[src/fsc_pkg.sv]
// Constants shared by the flash status/config/id command logic.
// Assumes a 40 MHz mclk; all values are plain package constants.
package fsc_pkg;
	// ==========================================
	// Clock and timing
	localparam int CLK_MHZ              = 40;
	localparam int STATUS_WRITE_TIME_US = 5000;
	localparam int STATUS_WRITE_CYCLES  = STATUS_WRITE_TIME_US * CLK_MHZ;
	// ==========================================
	// Opcodes
	localparam logic [7:0] OPC_READ_ID     = 8'h90;
	localparam logic [7:0] OPC_READ_STATUS = 8'h05;
	localparam logic [7:0] OPC_READ_CONFIG = 8'h15;
	localparam logic [7:0] OPC_WRITE_STAT  = 8'h01;
	localparam logic [7:0] OPC_WR_ENABLE   = 8'h06;
	localparam logic [7:0] OPC_WR_DISABLE  = 8'h04;
	localparam logic [7:0] ID_ADDR_DEVICE  = 8'h01;
	// ==========================================
	// Status and config field positions
	localparam int ST_BUSY_BIT = 0;
	localparam int ST_WEL_BIT  = 1;
	localparam int ST_BP_LSB   = 2;
	localparam int ST_BP_MSB   = 5;
	localparam int ST_QE_BIT   = 6;
	localparam int CF_TB_BIT   = 3;
	localparam logic [3:0] BP_RESET = 4'h0;
	localparam logic       TB_RESET = 1'b0;
	localparam int ID_PAD_BYTES = 2;
	// ==========================================
	// Command states
	typedef enum logic [3:0] {
		FSC_OPC, FSC_ADDR, FSC_ID, FSC_STAT, FSC_CFG,
		FSC_WDATA, FSC_WEN, FSC_WDI, FSC_SKIP
	} fsc_state_t;
endpackage

[src/fsc_link_if.sv]
// Synchronised serial link events passed from pin sync to the core.
// Assumes all members are in the mclk domain.
`timescale 1ns/100ps
interface fsc_link_if;
	logic cs_n;
	logic cs_rise;
	logic sclk_rise;
	logic sclk_fall;
	logic si;
	modport sync (output cs_n, cs_rise, sclk_rise, sclk_fall, si);
	modport core (input cs_n, cs_rise, sclk_rise, sclk_fall, si);
endinterface

[src/fsc_pin_sync.sv]
// Two-stage synchronisers and edge detect for the serial pins.
// Assumes sclk well below mclk/8 so no edge is missed.
`timescale 1ns/100ps
module fsc_pin_sync (
	// Clock and reset
	input  wire logic  mclk,
	input  wire logic  rstn,
	// Pins
	input  wire logic  cs_n_pin,
	input  wire logic  sclk_pin,
	input  wire logic  si_pin,
	// Events
	fsc_link_if.sync   lnk
);
	logic [2:0] cs_q;
	logic [2:0] ck_q;
	logic [1:0] si_q;

	// ==========================================
	// Synchronisers, third stage for edges
	always_ff @(posedge mclk or negedge rstn) begin
		if (!rstn) begin
			cs_q <= 3'h7;
			ck_q <= 3'h0;
			si_q <= 2'h0;
		end else begin
			cs_q <= {cs_q[1:0], cs_n_pin};
			ck_q <= {ck_q[1:0], sclk_pin};
			si_q <= {si_q[0], si_pin};
		end
	end

	assign lnk.cs_n      = cs_q[1];
	assign lnk.cs_rise   = cs_q[1] & ~cs_q[2];
	assign lnk.sclk_rise = ck_q[1] & ~ck_q[2] & ~cs_q[1];
	assign lnk.sclk_fall = ~ck_q[1] & ck_q[2] & ~cs_q[1];
	assign lnk.si        = si_q[1];
endmodule

[src/fsc_top.sv]
// Serial flash command logic: id read, status/config read and write.
// Assumes host drives mode-0 framing, sclk slow against mclk,
// and array logic reports program/erase requests on mclk.
// Summary of operation
// - Id read: opcode, two dummy bytes, address byte, then output.
// - Id bytes leave on falling sclk, most significant bit first.
// - Address 00h gives maker first; 01h gives device first.
// - Maker and device codes alternate until chip select rises.
// - Status read accepted any time, even while busy.
// - Config read accepted any time, even while busy.
// - Busy bit set during program, erase or status write.
// - Write commands accepted only with write-enable latch set.
// - Program or erase into protected area is ignored.
// - Four protect bits reset zero, changed only by status write.
// - Protect guards program/erase; chip erase only with zero level.
// - Quad enable bit reads one always; bit7 reserved.
// - Top/bottom bit is one-time set by status write; default top.
// - Status write needs latch set beforehand.
// - First byte status, optional second config; latch and busy untouched.
// - Chip select must rise after exactly 8 or 16 data bits.
// - Valid write starts timed cycle; end clears busy and latch.
// - Opcode 15h reads the config byte.
// - Opcode 01h is status write with one or two bytes.
// - Framed write-enable sets the latch.
// - Latch cleared at reset, write-disable, write, program, erase.
`timescale 1ns/100ps
module fsc_top
	import fsc_pkg::*;
#(
	parameter int         WR_CYCLES  = STATUS_WRITE_CYCLES,
	parameter logic [7:0] MAKER_CODE = 8'h5A,  // Arbitrary value
	parameter logic [7:0] DEV_CODE   = 8'hA5   // Arbitrary value
) (
	// Clock and reset
	input  wire logic        mclk,
	input  wire logic        rstn,
	// Serial link pins
	input  wire logic        cs_n,
	input  wire logic        sclk,
	input  wire logic        si,
	output logic             so,
	output logic             so_oe,
	// Array program/erase handshake
	input  wire logic        array_op_req,
	input  wire logic        array_op_chip,
	input  wire logic        array_op_protected,
	input  wire logic        array_op_done,
	output logic             array_op_go,
	// Protection settings
	output logic [3:0]       block_protect,
	output logic             top_bottom_select
);
	fsc_link_if lnk ();
	fsc_state_t st_q;
	logic [2:0] bit_cnt_q;
	logic [1:0] byte_cnt_q;
	logic [2:0] out_cnt_q;
	logic [6:0] rx_q;
	logic [7:0] rx_byte;
	logic       byte_done;
	logic       id_sel_q;
	logic       wel_q;
	logic       arr_busy_q;
	logic       busy;
	logic [3:0] bp_q;
	logic       tb_q;
	logic [7:0] wsr_st_q;
	logic       wsr_tb_q;
	logic       wsr_has_cfg_q;
	logic       tmr_start;
	logic       tmr_busy;
	logic       tmr_done;
	logic       arr_ok;
	logic [7:0] status_byte;
	logic [7:0] config_byte;
	logic [7:0] out_byte;

	fsc_pin_sync u_sync (
		.mclk     (mclk),
		.rstn     (rstn),
		.cs_n_pin (cs_n),
		.sclk_pin (sclk),
		.si_pin   (si),
		.lnk      (lnk.sync)
	);

	fsc_wr_timer #(.CYCLES(WR_CYCLES)) u_tmr (
		.mclk  (mclk),
		.rstn  (rstn),
		.start (tmr_start),
		.busy  (tmr_busy),
		.done  (tmr_done)
	);

	// ==========================================
	// Register views
	assign busy        = tmr_busy | arr_busy_q;
	assign status_byte = {1'b0, 1'b1, bp_q, wel_q, busy};
	assign config_byte = {4'h0, tb_q, 3'h0};
	assign rx_byte     = {rx_q, lnk.si};
	assign byte_done   = lnk.sclk_rise && bit_cnt_q == 3'h7;

	always_comb begin
		case (st_q)
			FSC_STAT: out_byte = status_byte;
			FSC_CFG:  out_byte = config_byte;
			FSC_ID:   out_byte = id_sel_q ? DEV_CODE : MAKER_CODE;
			default:  out_byte = 8'h00;
		endcase
	end

	// ==========================================
	// Input shifting
	always_ff @(posedge mclk or negedge rstn) begin
		if (!rstn) begin
			bit_cnt_q <= 3'h0;
			rx_q      <= 7'h00;
		end else if (lnk.cs_n) begin
			bit_cnt_q <= 3'h0;
		end else if (lnk.sclk_rise) begin
			bit_cnt_q <= bit_cnt_q + 3'h1;
			rx_q      <= rx_byte[6:0];
		end
	end

	// ==========================================
	// Command decode
	always_ff @(posedge mclk or negedge rstn) begin
		if (!rstn) begin
			st_q          <= FSC_OPC;
			byte_cnt_q    <= 2'h0;
			id_sel_q      <= 1'b0;
			wsr_st_q      <= 8'h00;
			wsr_tb_q      <= 1'b0;
			wsr_has_cfg_q <= 1'b0;
		end else if (lnk.cs_n) begin
			st_q       <= FSC_OPC;
			byte_cnt_q <= 2'h0;
		end else if (lnk.sclk_rise) begin
			case (st_q)
				FSC_OPC: begin
					if (byte_done) begin
						if (rx_byte == OPC_READ_STATUS) begin
							st_q <= FSC_STAT;
						end else if (rx_byte == OPC_READ_CONFIG) begin
							st_q <= FSC_CFG;
						end else if (busy) begin
							st_q <= FSC_SKIP;
						end else if (rx_byte == OPC_READ_ID) begin
							st_q <= FSC_ADDR;
						end else if (rx_byte == OPC_WRITE_STAT) begin
							st_q <= FSC_WDATA;
						end else if (rx_byte == OPC_WR_ENABLE) begin
							st_q <= FSC_WEN;
						end else if (rx_byte == OPC_WR_DISABLE) begin
							st_q <= FSC_WDI;
						end else begin
							st_q <= FSC_SKIP;
						end
					end
				end
				FSC_ADDR: begin
					if (byte_done) begin
						byte_cnt_q <= byte_cnt_q + 2'h1;
						if (byte_cnt_q == 2'(ID_PAD_BYTES)) begin
							id_sel_q <= rx_byte == ID_ADDR_DEVICE;
							st_q     <= FSC_ID;
						end
					end
				end
				FSC_WDATA: begin
					if (byte_done) begin
						byte_cnt_q <= byte_cnt_q + 2'h1;
						if (byte_cnt_q == 2'h0) begin
							wsr_st_q      <= rx_byte;
							wsr_has_cfg_q <= 1'b0;
						end else if (byte_cnt_q == 2'h1) begin
							wsr_tb_q      <= rx_byte[CF_TB_BIT];
							wsr_has_cfg_q <= 1'b1;
						end else begin
							st_q <= FSC_SKIP;
						end
					end
				end
				FSC_WEN, FSC_WDI: st_q <= FSC_SKIP;
				default: st_q <= st_q;
			endcase
		end else if (lnk.sclk_fall && st_q == FSC_ID && out_cnt_q == 3'h7) begin
			id_sel_q <= ~id_sel_q;
		end
	end

	// ==========================================
	// Output shifting on falling sclk
	always_ff @(posedge mclk or negedge rstn) begin
		if (!rstn) begin
			out_cnt_q <= 3'h0;
			so        <= 1'b0;
			so_oe     <= 1'b0;
		end else if (lnk.cs_n) begin
			out_cnt_q <= 3'h0;
			so_oe     <= 1'b0;
		end else if (lnk.sclk_fall && (st_q == FSC_STAT || st_q == FSC_CFG || st_q == FSC_ID)) begin
			so        <= out_byte[~out_cnt_q];
			so_oe     <= 1'b1;
			out_cnt_q <= out_cnt_q + 3'h1;
		end
	end

	// ==========================================
	// Status write start at chip select rise, commit at timer done
	assign tmr_start = lnk.cs_rise && st_q == FSC_WDATA && wel_q && !busy
		&& bit_cnt_q == 3'h0 && byte_cnt_q != 2'h0;

	always_ff @(posedge mclk or negedge rstn) begin
		if (!rstn) begin
			bp_q <= BP_RESET;
			tb_q <= TB_RESET;
		end else if (tmr_done) begin
			bp_q <= wsr_st_q[ST_BP_MSB:ST_BP_LSB];
			if (wsr_has_cfg_q) begin
				tb_q <= tb_q | wsr_tb_q;
			end
		end
	end

	// ==========================================
	// Write-enable latch
	always_ff @(posedge mclk or negedge rstn) begin
		if (!rstn) begin
			wel_q <= 1'b0;
		end else begin
			if (tmr_done || array_op_done) begin
				wel_q <= 1'b0;
			end
			if (lnk.cs_rise && st_q == FSC_WDI && bit_cnt_q == 3'h0) begin
				wel_q <= 1'b0;
			end
			if (lnk.cs_rise && st_q == FSC_WEN && bit_cnt_q == 3'h0) begin
				wel_q <= 1'b1;
			end
		end
	end

	// ==========================================
	// Array program/erase gating
	// Latch is being cleared by a finishing write cycle
	assign arr_ok = wel_q && !busy && !tmr_done
		&& (array_op_chip ? bp_q == 4'h0 : !array_op_protected);

	always_ff @(posedge mclk or negedge rstn) begin
		if (!rstn) begin
			arr_busy_q  <= 1'b0;
			array_op_go <= 1'b0;
		end else begin
			array_op_go <= array_op_req && arr_ok;
			if (array_op_req && arr_ok) begin
				arr_busy_q <= 1'b1;
			end else if (array_op_done) begin
				arr_busy_q <= 1'b0;
			end
		end
	end

	always_ff @(posedge mclk or negedge rstn) begin
		if (!rstn) begin
			block_protect     <= BP_RESET;
			top_bottom_select <= TB_RESET;
		end else begin
			block_protect     <= bp_q;
			top_bottom_select <= tb_q;
		end
	end
endmodule

[src/fsc_wr_timer.sv]
// Self-timed register write cycle counter.
// Assumes start is a one-cycle pulse, ignored while busy.
`timescale 1ns/100ps
module fsc_wr_timer #(
	parameter int CYCLES = 200000
) (
	// Clock and reset
	input  wire logic  mclk,
	input  wire logic  rstn,
	// Control
	input  wire logic  start,
	output logic       busy,
	output logic       done
);
	logic [31:0] cnt_q;

	// ==========================================
	// Countdown
	always_ff @(posedge mclk or negedge rstn) begin
		if (!rstn) begin
			cnt_q <= 32'h0;
			busy  <= 1'b0;
			done  <= 1'b0;
		end else begin
			done <= 1'b0;
			if (start && !busy) begin
				busy  <= 1'b1;
				cnt_q <= 32'(CYCLES - 1);
			end else if (busy) begin
				if (cnt_q == 32'h0) begin
					busy <= 1'b0;
					done <= 1'b1;
				end else begin
					cnt_q <= cnt_q - 32'h1;
				end
			end
		end
	end
endmodule

[config.mk]
export PLATFORM = sky130hd
export DESIGN_NAME = fsc_top
export DESIGN_NICKNAME = d
export VERILOG_FILES = /design/src/fsc_pkg.sv /design/src/fsc_link_if.sv /design/src/fsc_pin_sync.sv /design/src/fsc_top.sv /design/src/fsc_wr_timer.sv
export SDC_FILE = /design/constraint.sdc
export NUM_CORES = 1
export LEC_CHECK = 0
export ABC_CLOCK_PERIOD_IN_PS = 2800
export BUFFER_PORTS_ARGS = -buffer_cell sky130_fd_sc_hd__buf_2
export CAP_MARGIN = 20
export CORE_AREA = 10 10 122 124
export DETAILED_ROUTE_END_ITERATION = 16
export DIE_AREA = 0 0 132 134
export PLACE_DENSITY = 0.59
export SYNTH_ARGS = -nofsm -noshare
export SYNTH_HDL_FRONTEND = slang
export SYNTH_HIERARCHICAL = 1
export SYNTH_SLANG_ARGS = --single-unit
[constraint.sdc]
create_clock -name mclk -period 2.8 [get_ports mclk]
set_clock_uncertainty 0.15 [all_clocks]
set_input_delay 0.56 -clock mclk [delete_from_list [all_inputs] [get_ports mclk]]
set_output_delay 0.56 -clock mclk [all_outputs]
set_load 0.02 [all_outputs]
# ---- After elaboration in Yosys (flattened, before gate mapping)
# Cells that the tools add are included.
dict set report classes {
  add_sub_neg 4
  order_cmp 1
  n_eq_ne 27
  muxes 52
  bitwise 14
  n_reduce_logical 53
}
# op count
set op_table {}
lappend op_table {{$mux 32} 3}
lappend op_table {{$mux 4} 15}
lappend op_table {{$logic_not 32->1} 1}
lappend op_table {{$sub 32x1->32 const B} 1}
lappend op_table {{$eq 8x3->1 const B} 3}
lappend op_table {{$pmux 8 s3} 1}
lappend op_table {{$mux 1} 22}
lappend op_table {{$logic_and 1x1->1} 18}
lappend op_table {{$ne 3x2->1 const B} 6}
lappend op_table {{$reduce_bool 2->1} 9}
lappend op_table {{$eq 4x3->1 const B} 4}
lappend op_table {{$pmux 4 s4} 1}
lappend op_table {{$reduce_and 5->1} 3}
lappend op_table {{$mux 3} 4}
lappend op_table {{$eq 4x2->1 const B} 2}
lappend op_table {{$eq 8x1->1 const B} 1}
lappend op_table {{$eq 8x5->1 const B} 1}
lappend op_table {{$eq 8x8->1 const B} 1}
lappend op_table {{$logic_not 4->1} 2}
lappend op_table {{$mux 2} 4}
lappend op_table {{$mux 8} 1}
lappend op_table {{$ne 2x1->1 const B} 4}
lappend op_table {{$reduce_and 2->1} 4}
lappend op_table {{$reduce_and 8->1} 1}
lappend op_table {{21 further kinds} 39}
dict set report word_totals {
  ff_bits 85
  inputBits 9
  output_inout_bits 8
}

# ---- Depth between registers and ports, before layout
# Gate-level depths: netlist of run 1.
dict set report depth {
  word_depth 12
  depth_mapped 9
  ltp_nobuf 8
}

# ---- Modules after synthesis
# Netlist of run 1, hierarchy kept.
# mod instances cells_each area_each_um2
set modules_own_cells {}
lappend modules_own_cells {fsc_top 1 207 2164.6}
lappend modules_own_cells {fsc_wr_timer 1 192 1901.8}
lappend modules_own_cells {fsc_pin_sync 1 11 225.2}

# ---- Worst setup path after synthesis of run 1
# OpenSTA, ideal clock, no wires.
dict set report synth_path {
  path_type {reg2reg}
  start {register u_tmr.cnt_q[24]}
  end {register u_tmr.cnt_q[11]}
  t_arrival_ns 2.246
  slack_ns 0.272
  path_stages_with_launch 7
  n_path_buf 1
  period_less_slack_ns 2.528
  path_cell_list {dfrtp_1 -> or4_1 -> buf_2 -> or4_4 -> o311ai_4 -> nor3_1 -> or3b_1}
}
dict set report synth_between {
  elab_chain_cells 3
}
# element line_no
set synth_lines {}
lappend synth_lines {{start, declared} fsc_wr_timer.sv:15} ;# logic [31:0] cnt_q;
lappend synth_lines {{start signal, assigned} fsc_wr_timer.sv:28} ;# cnt_q <= 32'(CYCLES - 1);
lappend synth_lines {{start signal, assigned} fsc_wr_timer.sv:34} ;# cnt_q <= cnt_q - 32'h1;
lappend synth_lines {{$logic_not 32->1} fsc_wr_timer.sv:30} ;# if (cnt_q == 32'h0) begin
lappend synth_lines {{$ne 2x1->1 (no line)} --}
lappend synth_lines {{$reduce_and 2->1 (no line)} --}
# Every way passes these cells.
# A chain may end at the register's enable or synchronous reset.

# ---- Worst setup path after layout of run 1
# Same ends and word-level chain as after synthesis.

==> summary.md, run 1 <==
| Metric | Value |
|---|---|
| Area share of the largest cell type after synthesis | `0.466` |
| Final worst path period need | `2530 ps` |
| Initial antenna violation count | `0` |
| WL per Instance | `14.3 µm` |
| Vias in the first global route | `3174` |
| Hold_buf cts | `0` |
| Yosys cell types | `72` |
| Crit-path slowest cell | `or4_4` |
| Slew @ Worst Pin | `605 ps` |
| P per Cell Area | `584 mW/mm²` |
| Leak pwr | `0.00225 µW` |
| Global-route wire length before repair | `15600 µm` |
| Pint | `2170 µW` |
| Final Hold Slack | `33.4 ps` |
| CORE AREA | `0.0125 mm²` |
| CTS root buf | `clkbuf_16` |
| Final ANT Viol Nets | `0` |
| CP endpoint kind | `flop` |
| Async SR Flop Fraction | `1.00` |
| Setup Fix Bufs, Post-CTS | `0` |
| Gate Count Post-Synth | `410` |
| Die width | `132 µm` |
| Gpl congestion | `0.824` |
| Net count reported at finish | `457` |
| Worst path buffer plus inverter count | `0` |
| CP top delay family | `simple AND/OR/NAND/NOR gates` |
| Cts repair resizes | `0` |
| IR drop worst, VDD | `375 µV` |
| Input/output buffers | `16` |
| Met3 Track Usage GR | `0.0336` |
| Syn_nets | `428` |
| Fmax | `395 MHz` |
| Crit-path max cell delay | `570 ps` |
| Starting density of the core | `0.344` |
| Most frequent cells in the layout | `80 x dfrtp_1, 34 x nand2_1, 29 x nor2_1` |
| Tot GR Track Use | `0.106` |
| DRC viols | `0` |
| Worst min path class | `in2async` |
| Max Slew Vio Count | `0` |
| Vias per cell | `5.19` |
| TritonCTS Sinks | `83` |
| Final hold vios | `0` |
| IO Pins | `17` |
| Most common cell after layout, fill and taps aside | `dfrtp_1` |
| Top FF cell, synth | `dfrtp_1` |
| CP Launch Type | `flop` |
| Yosys warnings | `6` |
| Area Overhead vs Synth | `16.2%` |
| Post-synthesis sequential area ratio | `0.485` |
| Share of cells above drive strength 1 | `0.194` |
| Yosys reg bits | `83` |
| Drt pass-1 iters | `4` |
| Die area | `0.0177 mm²` |
| Largest net degree at the start of global routing | `46` |
| Max-Cap Viols | `0` |
| Sw frac | `0.253` |
| Met2 GRT Util | `0.172` |
| Top post-synthesis cells by area | `dfrtp_1 47%, mux2_2 4.2%, mux2i_1 3.5%` |
| WS Path Type | `reg2reg` |
| Logic pwr share | `0.109` |
| Rel. slew slack | `0.591` |
| Seq pwr share | `0.450` |
| Fin util | `0.400` |
| # setup viols final | `0` |
| CP required | `2870 ps` |
| Row Count | `41` |
| Pre-CTS WS | `279 ps` |
| Status | `completed` |
| Setup ws final | `269 ps` |
| Clock buffer depth | `2` |
| Syn avg cell area | `10.5 µm²` |
| Clock transition at path regs | `60 ps` |
| Fin Setup TNS | `0 ps` |
| Synth area leader | `dfrtp_1` |
| NetSw | `737 µW` |
| Syn Std Cell Area | `0.00429 mm²` |
| Clk pwr share | `0.441` |
| Drt initial violations | `218` |
| Worst skew pair latency | `340 ps` |
| Max FO, Critical Path | `5` |
| Met1 GRT Util | `0.128` |
| TritonCTS clock tree | `done` |
| CTS Buf Count | `9` |
| Post-synth EDFFs | `0` |
| Overall power | `2910 µW` |
| Inserted Diodes | `0` |
| Final Cycle Share | `0.904` |
| Final WL | `8800 µm` |
| Total gr overflow | `0` |
| Arrival @ worst endpoint | `2600 ps` |
| Post-DP HPWL | `6400 µm` |
| RSZ-0062 raised after global routing | `no` |
| Vias | `3194` |
| Layer with the highest usage | `met2` |
| Die Ht | `134 µm` |
| CP Cell Sequence | `or4_1 -> or4_4 -> o311ai_4 -> nor3_1 -> or3b_1` |
| H-tree depth | `3` |
## state kept, by name (all words and copies together) (netlist names), 2 cells and up
signal / flops
byte_cnt_q: 2
out_cnt_q: 3
u_tmr/cnt_q: 32
block_protect: 4
wsr_st_q: 4
rx_q: 7
st_q: 4
u_sync/ck_q: 3
bp_q: 4
u_sync/si_q: 2
bit_cnt_q: 3
u_sync/cs_q: 3
## layer usage
metal  routed length (µm)  vias up
met5                    0        -
met4                  131        0
met3                  304       11
met2                 4260       59
met1                 4100     1543
li1                     -     1581
## power groups by stage
stage | clock network [µW] | registers, µW | logic [µW]
final | 1280 | 1310 | 318
after global routing | 1380 | 1320 | 358
after CTS | 1320 | 1310 | 322
after detailed placement | 0 | 1330 | 320
after global placement | 0 | 1330 | 315
after floorplan | 0 | 1320 | 236
## per-stage QoR
| stage | instance area (µm²) | std cells |
|---|---|---|
| floorplan | 4290 | 410 |
| global placement | 4660 | 600 |
| detailed placement | 4660 | 600 |
| CTS | 4990 | 616 |
| global route | 4990 | 616 |
| finish | 4990 | 616 |
## logic make-up (layout without fill, tap and decap cells)
logic type,Yosys count,in the layout,share of synthesized area
adder cells (fa/ha/maj),10,10,0.0286
flip-flops,83,83,0.485
buffers and inverters,31,65,0.0318
XOR/XNOR,8,8,0.0163
AO/OA/AOI/OAI,79,79,0.136
AND/OR/NAND/NOR,168,168,0.226
multiplexers,31,31,0.0770
## area by class of cell
cell class	instances	area [µm²]
sequential	83	2080
tap	172	215
timing repair buffer	32	228
multi-input combinational	296	2070
clock buffer	9	225
fill	1236	7480
clock inverter	7	98.8
inverter	17	63.8
## synth_stat cells (3+ instances only)
library cell / instances
or3_1: 7
nor4_1: 11
mux2i_1: 15
or4_1: 7
dfstp_2: 3
ha_1: 9
dfrtp_1: 80
buf_2: 4
o21ai_1: 3
o211ai_1: 6
nor3_1: 14
clkbuf_1: 7
nor4b_1: 3
nor2_1: 29
and4_1: 4
nor2b_1: 7
xnor2_1: 8
a31oi_1: 7
nor3b_1: 4
a211oi_1: 5
o21ai_0: 9
nand3_1: 15
a21oi_1: 16
inv_1: 17
a211o_1: 3
nand2_1: 34
nand2b_1: 5
o31ai_1: 5
mux2_2: 16
nand4_1: 4
## path summary, 6_finish.rpt
| check | startpoint | endpoint | slack (ps) | depth (start not counted) |
|---|---|---|---|---|
| max in group asynchronous | rstn | u_tmr/cnt_q[31]$_DFFE_PN0P_ | 1850 | 2 |
| hold reg to reg | u_sync/ck_q[0]$_DFF_PN0_ | u_sync/ck_q[1]$_DFF_PN0_ | 200 | 0 |
| setup reg to reg | u_tmr/cnt_q[24]$_DFFE_PN0P_ | u_tmr/cnt_q[11]$_DFFE_PN0P_ | 270 | 5 |
| hold / removal | rstn | so_oe$_DFFE_PN0P_ | 30 | 1 |
| setup / recovery | u_tmr/cnt_q[24]$_DFFE_PN0P_ | u_tmr/cnt_q[11]$_DFFE_PN0P_ | 270 | 5 |
| min in group mclk | sclk | u_sync/ck_q[0]$_DFF_PN0_ | 170 | 1 |
Note: power is estimated with default switching activity, not from simulation.
==> run 2, diff against run 1 <==
GPL_TIMING_DRIVEN = 0   (was not set)
==> summary.md, run 2 (synthesis results as in run 1) <==
| Metric | Value |
|---|---|
| Inserted Diodes | `0 (unchanged)` |
| Status | `completed` |
| Die area | `0.0177 mm² (unchanged)` |
| Fillcell total | `1234 (-0.16%)` |
| Cells on worst reg2reg path | `6 (+1)` |
| Uppermost layer routed | `met4` |
| Crit-path slowest cell | `nor3_1` |
| Most frequent cells in the layout | `80 x dfrtp_1, 34 x nand2_1, 29 x nor2_1` |
| Final worst path period need | `2690 ps (+158 ps)` |
| Worst min path class | `in2async` |
| R2r setup slk | `110 ps (-160 ps)` |
| Clk pwr share | `0.430 (-0.011)` |
| Reg-to-Reg End | `u_tmr/cnt_q[28]$_DFFE_PN0P_` |
| Final WL | `9280 µm (+5.4%)` |
| Seq pwr share | `0.451 (about the same)` |
| Drt pass-1 iters | `4 (unchanged)` |
| Final ANT Viol Nets | `0 (unchanged)` |
| DRC viols | `0 (unchanged)` |
| WL per Instance | `15.1 µm (+5.4%)` |
| Starting density of the core | `0.344 (unchanged)` |
| CORE AREA | `0.0125 mm² (unchanged)` |
| Max reg flops | `32 (unchanged)` |
| M1 wire length | `4340 µm (+5.7%)` |
| IR drop worst, VDD | `237 µV (-37%)` |
| FF/Latch Area | `0.00208 mm² (unchanged)` |
| RSZ-0062 raised after global routing | `yes` |
| R2r startpoint | `u_tmr/cnt_q[17]$_DFFE_PN0P_` |
| CP required | `2880 ps (about the same)` |
| Max FO, Critical Path | `8 (+3)` |
| Crit-path max cell delay | `490 ps (-80 ps)` |
| Global-route wire length before repair | `16200 µm (+3.4%)` |
| P per Cell Area | `579 mW/mm² (-0.78%)` |
| Post-DP HPWL | `6570 µm (+2.7%)` |
| Worst skew pair latency | `340 ps (about the same)` |
| Clock transition at path regs | `60 ps (about the same)` |
| Input/output buffers | `16 (unchanged)` |
| Setup ws final | `111 ps (-158 ps)` |
| TritonCTS Sinks | `83 (unchanged)` |
| WL met3 | `349 µm (+15%)` |
| Row Count | `41 (unchanged)` |
| Hold_buf cts | `0 (unchanged)` |
| Pre-CTS WS | `-96.6 ps (-375 ps)` |
| WS Path Type | `reg2reg` |
| Gpl congestion | `0.847 (+2.7%)` |
| Die width | `132 µm (unchanged)` |
| Slew @ Worst Pin | `607 ps (+2.91 ps)` |
| CTS root buf | `clkbuf_16` |
| H-tree depth | `3 (unchanged)` |
| Fmax | `372 MHz (-5.9%)` |
| Leak pwr | `0.00225 µW (-0.29%)` |
| Tot GR Track Use | `0.110 (+0.00434)` |
| Max Slew Vio Count | `0 (unchanged)` |
| IO Pins | `17 (unchanged)` |
| Sw frac | `0.252 (-0.00155)` |
| Multi-input gate area | `0.00211 mm² (+1.9%)` |
| Largest net degree at the start of global routing | `44 (-4.3%)` |
| Initial antenna violation count | `0 (unchanged)` |
| Pint | `2160 µW (-0.65%)` |
| Max-Cap Viols | `0 (unchanged)` |
| CTS Buf Count | `9 (unchanged)` |
| # setup viols final | `0 (unchanged)` |
| Most common cell after layout, fill and taps aside | `dfrtp_1` |
| Logic pwr share | `0.119 (+0.010)` |
| Vias | `3227 (+1.0%)` |
| CP endpoint kind | `flop` |
| Share of cells above drive strength 1 | `0.189 (-0.00450)` |
| Drt initial violations | `218 (unchanged)` |
| Arrival @ worst endpoint | `2760 ps (+160 ps)` |
| Overall power | `2890 µW (-0.85%)` |
| Area Overhead vs Synth | `16.1% (about the same)` |
| Die Ht | `134 µm (unchanged)` |
| Vias in the first global route | `3249 (+2.4%)` |
| Fin util | `0.400 (about the same)` |
| Clock buffer depth | `2 (unchanged)` |
| Vias per cell | `5.24 (+1.0%)` |
| Top Registers | `u_tmr/cnt_q: 32 flops, rx_q: 7 flops` |
| CP Launch Type | `flop` |
| Final hold vios | `0 (unchanged)` |
| Met2 wire length | `4450 µm (+4.6%)` |
| Largest register by flop count | `u_tmr/cnt_q` |
| CP Cell Sequence | `nor3_1 -> nand4_4 -> or3_1 -> clkbuf_1 -> or4_1 -> mux2i_1` |
| Total gr overflow | `0 (unchanged)` |
| Rel. slew slack | `0.589 (-0.00197)` |
| Final Cycle Share | `0.960 (+0.0563)` |
| Net count reported at finish | `457 (unchanged)` |
| TritonCTS clock tree | `done` |
| NetSw | `727 µW (-1.5%)` |
## run 2: cell types whose count changed in the layout (fill, tap and decap cells not counted), sizes merged
cell and delta:
buf -7, bufinv -1, clkbuf +11, clkinv -1
clkinvlp +1, inv -3
## run 2: layer usage
metal	vias to the layer above	track usage
met2	39	0.181
li1	1575	-
met4	0	0.0352
met1	1597	0.132
met3	16	0.0400
met5	-	0
## run 2: how the worst max path moves through the flow
stage	start	end	slack, ps	depth (start not counted)
2_1_floorplan	u_tmr/cnt_q[24]$_DFFE_PN0P_	u_tmr/cnt_q[11]$_DFFE_PN0P_	270	6
3_3_place_gp	st_q[2]$_DFFE_PN0P_	u_tmr/cnt_q[27]$_DFFE_PN0P_	-90	8
3_5_place_dp	u_tmr/cnt_q[0]$_DFFE_PN0P_	u_tmr/cnt_q[28]$_DFFE_PN0P_	-100	8
4_1_cts	u_tmr/cnt_q[0]$_DFFE_PN0P_	u_tmr/cnt_q[28]$_DFFE_PN0P_	-10	8
5_1_grt	u_tmr/cnt_q[17]$_DFFE_PN0P_	u_tmr/cnt_q[28]$_DFFE_PN0P_	-30	6
6_report	u_tmr/cnt_q[17]$_DFFE_PN0P_	u_tmr/cnt_q[28]$_DFFE_PN0P_	110	6
## run 2: power by group through the flow
stage	logic (µW)	clock network (µW)	registers [µW]
5_1_grt	386	1330	1310
3_3_place_gp	332	0	1320
4_1_cts	347	1270	1300
2_1_floorplan	236	0	1320
6_report	345	1240	1300
3_5_place_dp	345	0	1320
## run 2: critical path: cells and delay by family, from the launching register on
family	cells	cell delay, ps
mux	1	130
simple gates	4	1680
flops	1	420
buf+inv	1	180
## run 2: through the flow
stage	setup TNS, ps	cells	hold slack (ps)	cell area [µm²]
2_1_floorplan	0	410	114	4290
3_3_place_gp	-325	598	186	4590
3_5_place_dp	-235	599	195	4620
4_1_cts	-11.1	615	61.9	4950
5_1_grt	-29.0	616	86.2	4980
6_report	0	616	46.0	4980
## run 2: area by class of cell
type | count | share of cell area
clock inverters | 3 | 0.00904
repair buffers | 18 | 0.0236
multi-input cells | 296 | 0.424
well taps | 172 | 0.0432
plain buffers | 14 | 0.0153
flip-flops and latches | 83 | 0.418
clock buffers | 13 | 0.0542
inverters | 17 | 0.0128
## run 2: what timing repair did
item	4_1_cts	5_1_grt
setup endpoints to repair	8	23
pin swaps	0	1
setup buffers	0	1
resized for setup	2	11
gates cloned	0	0
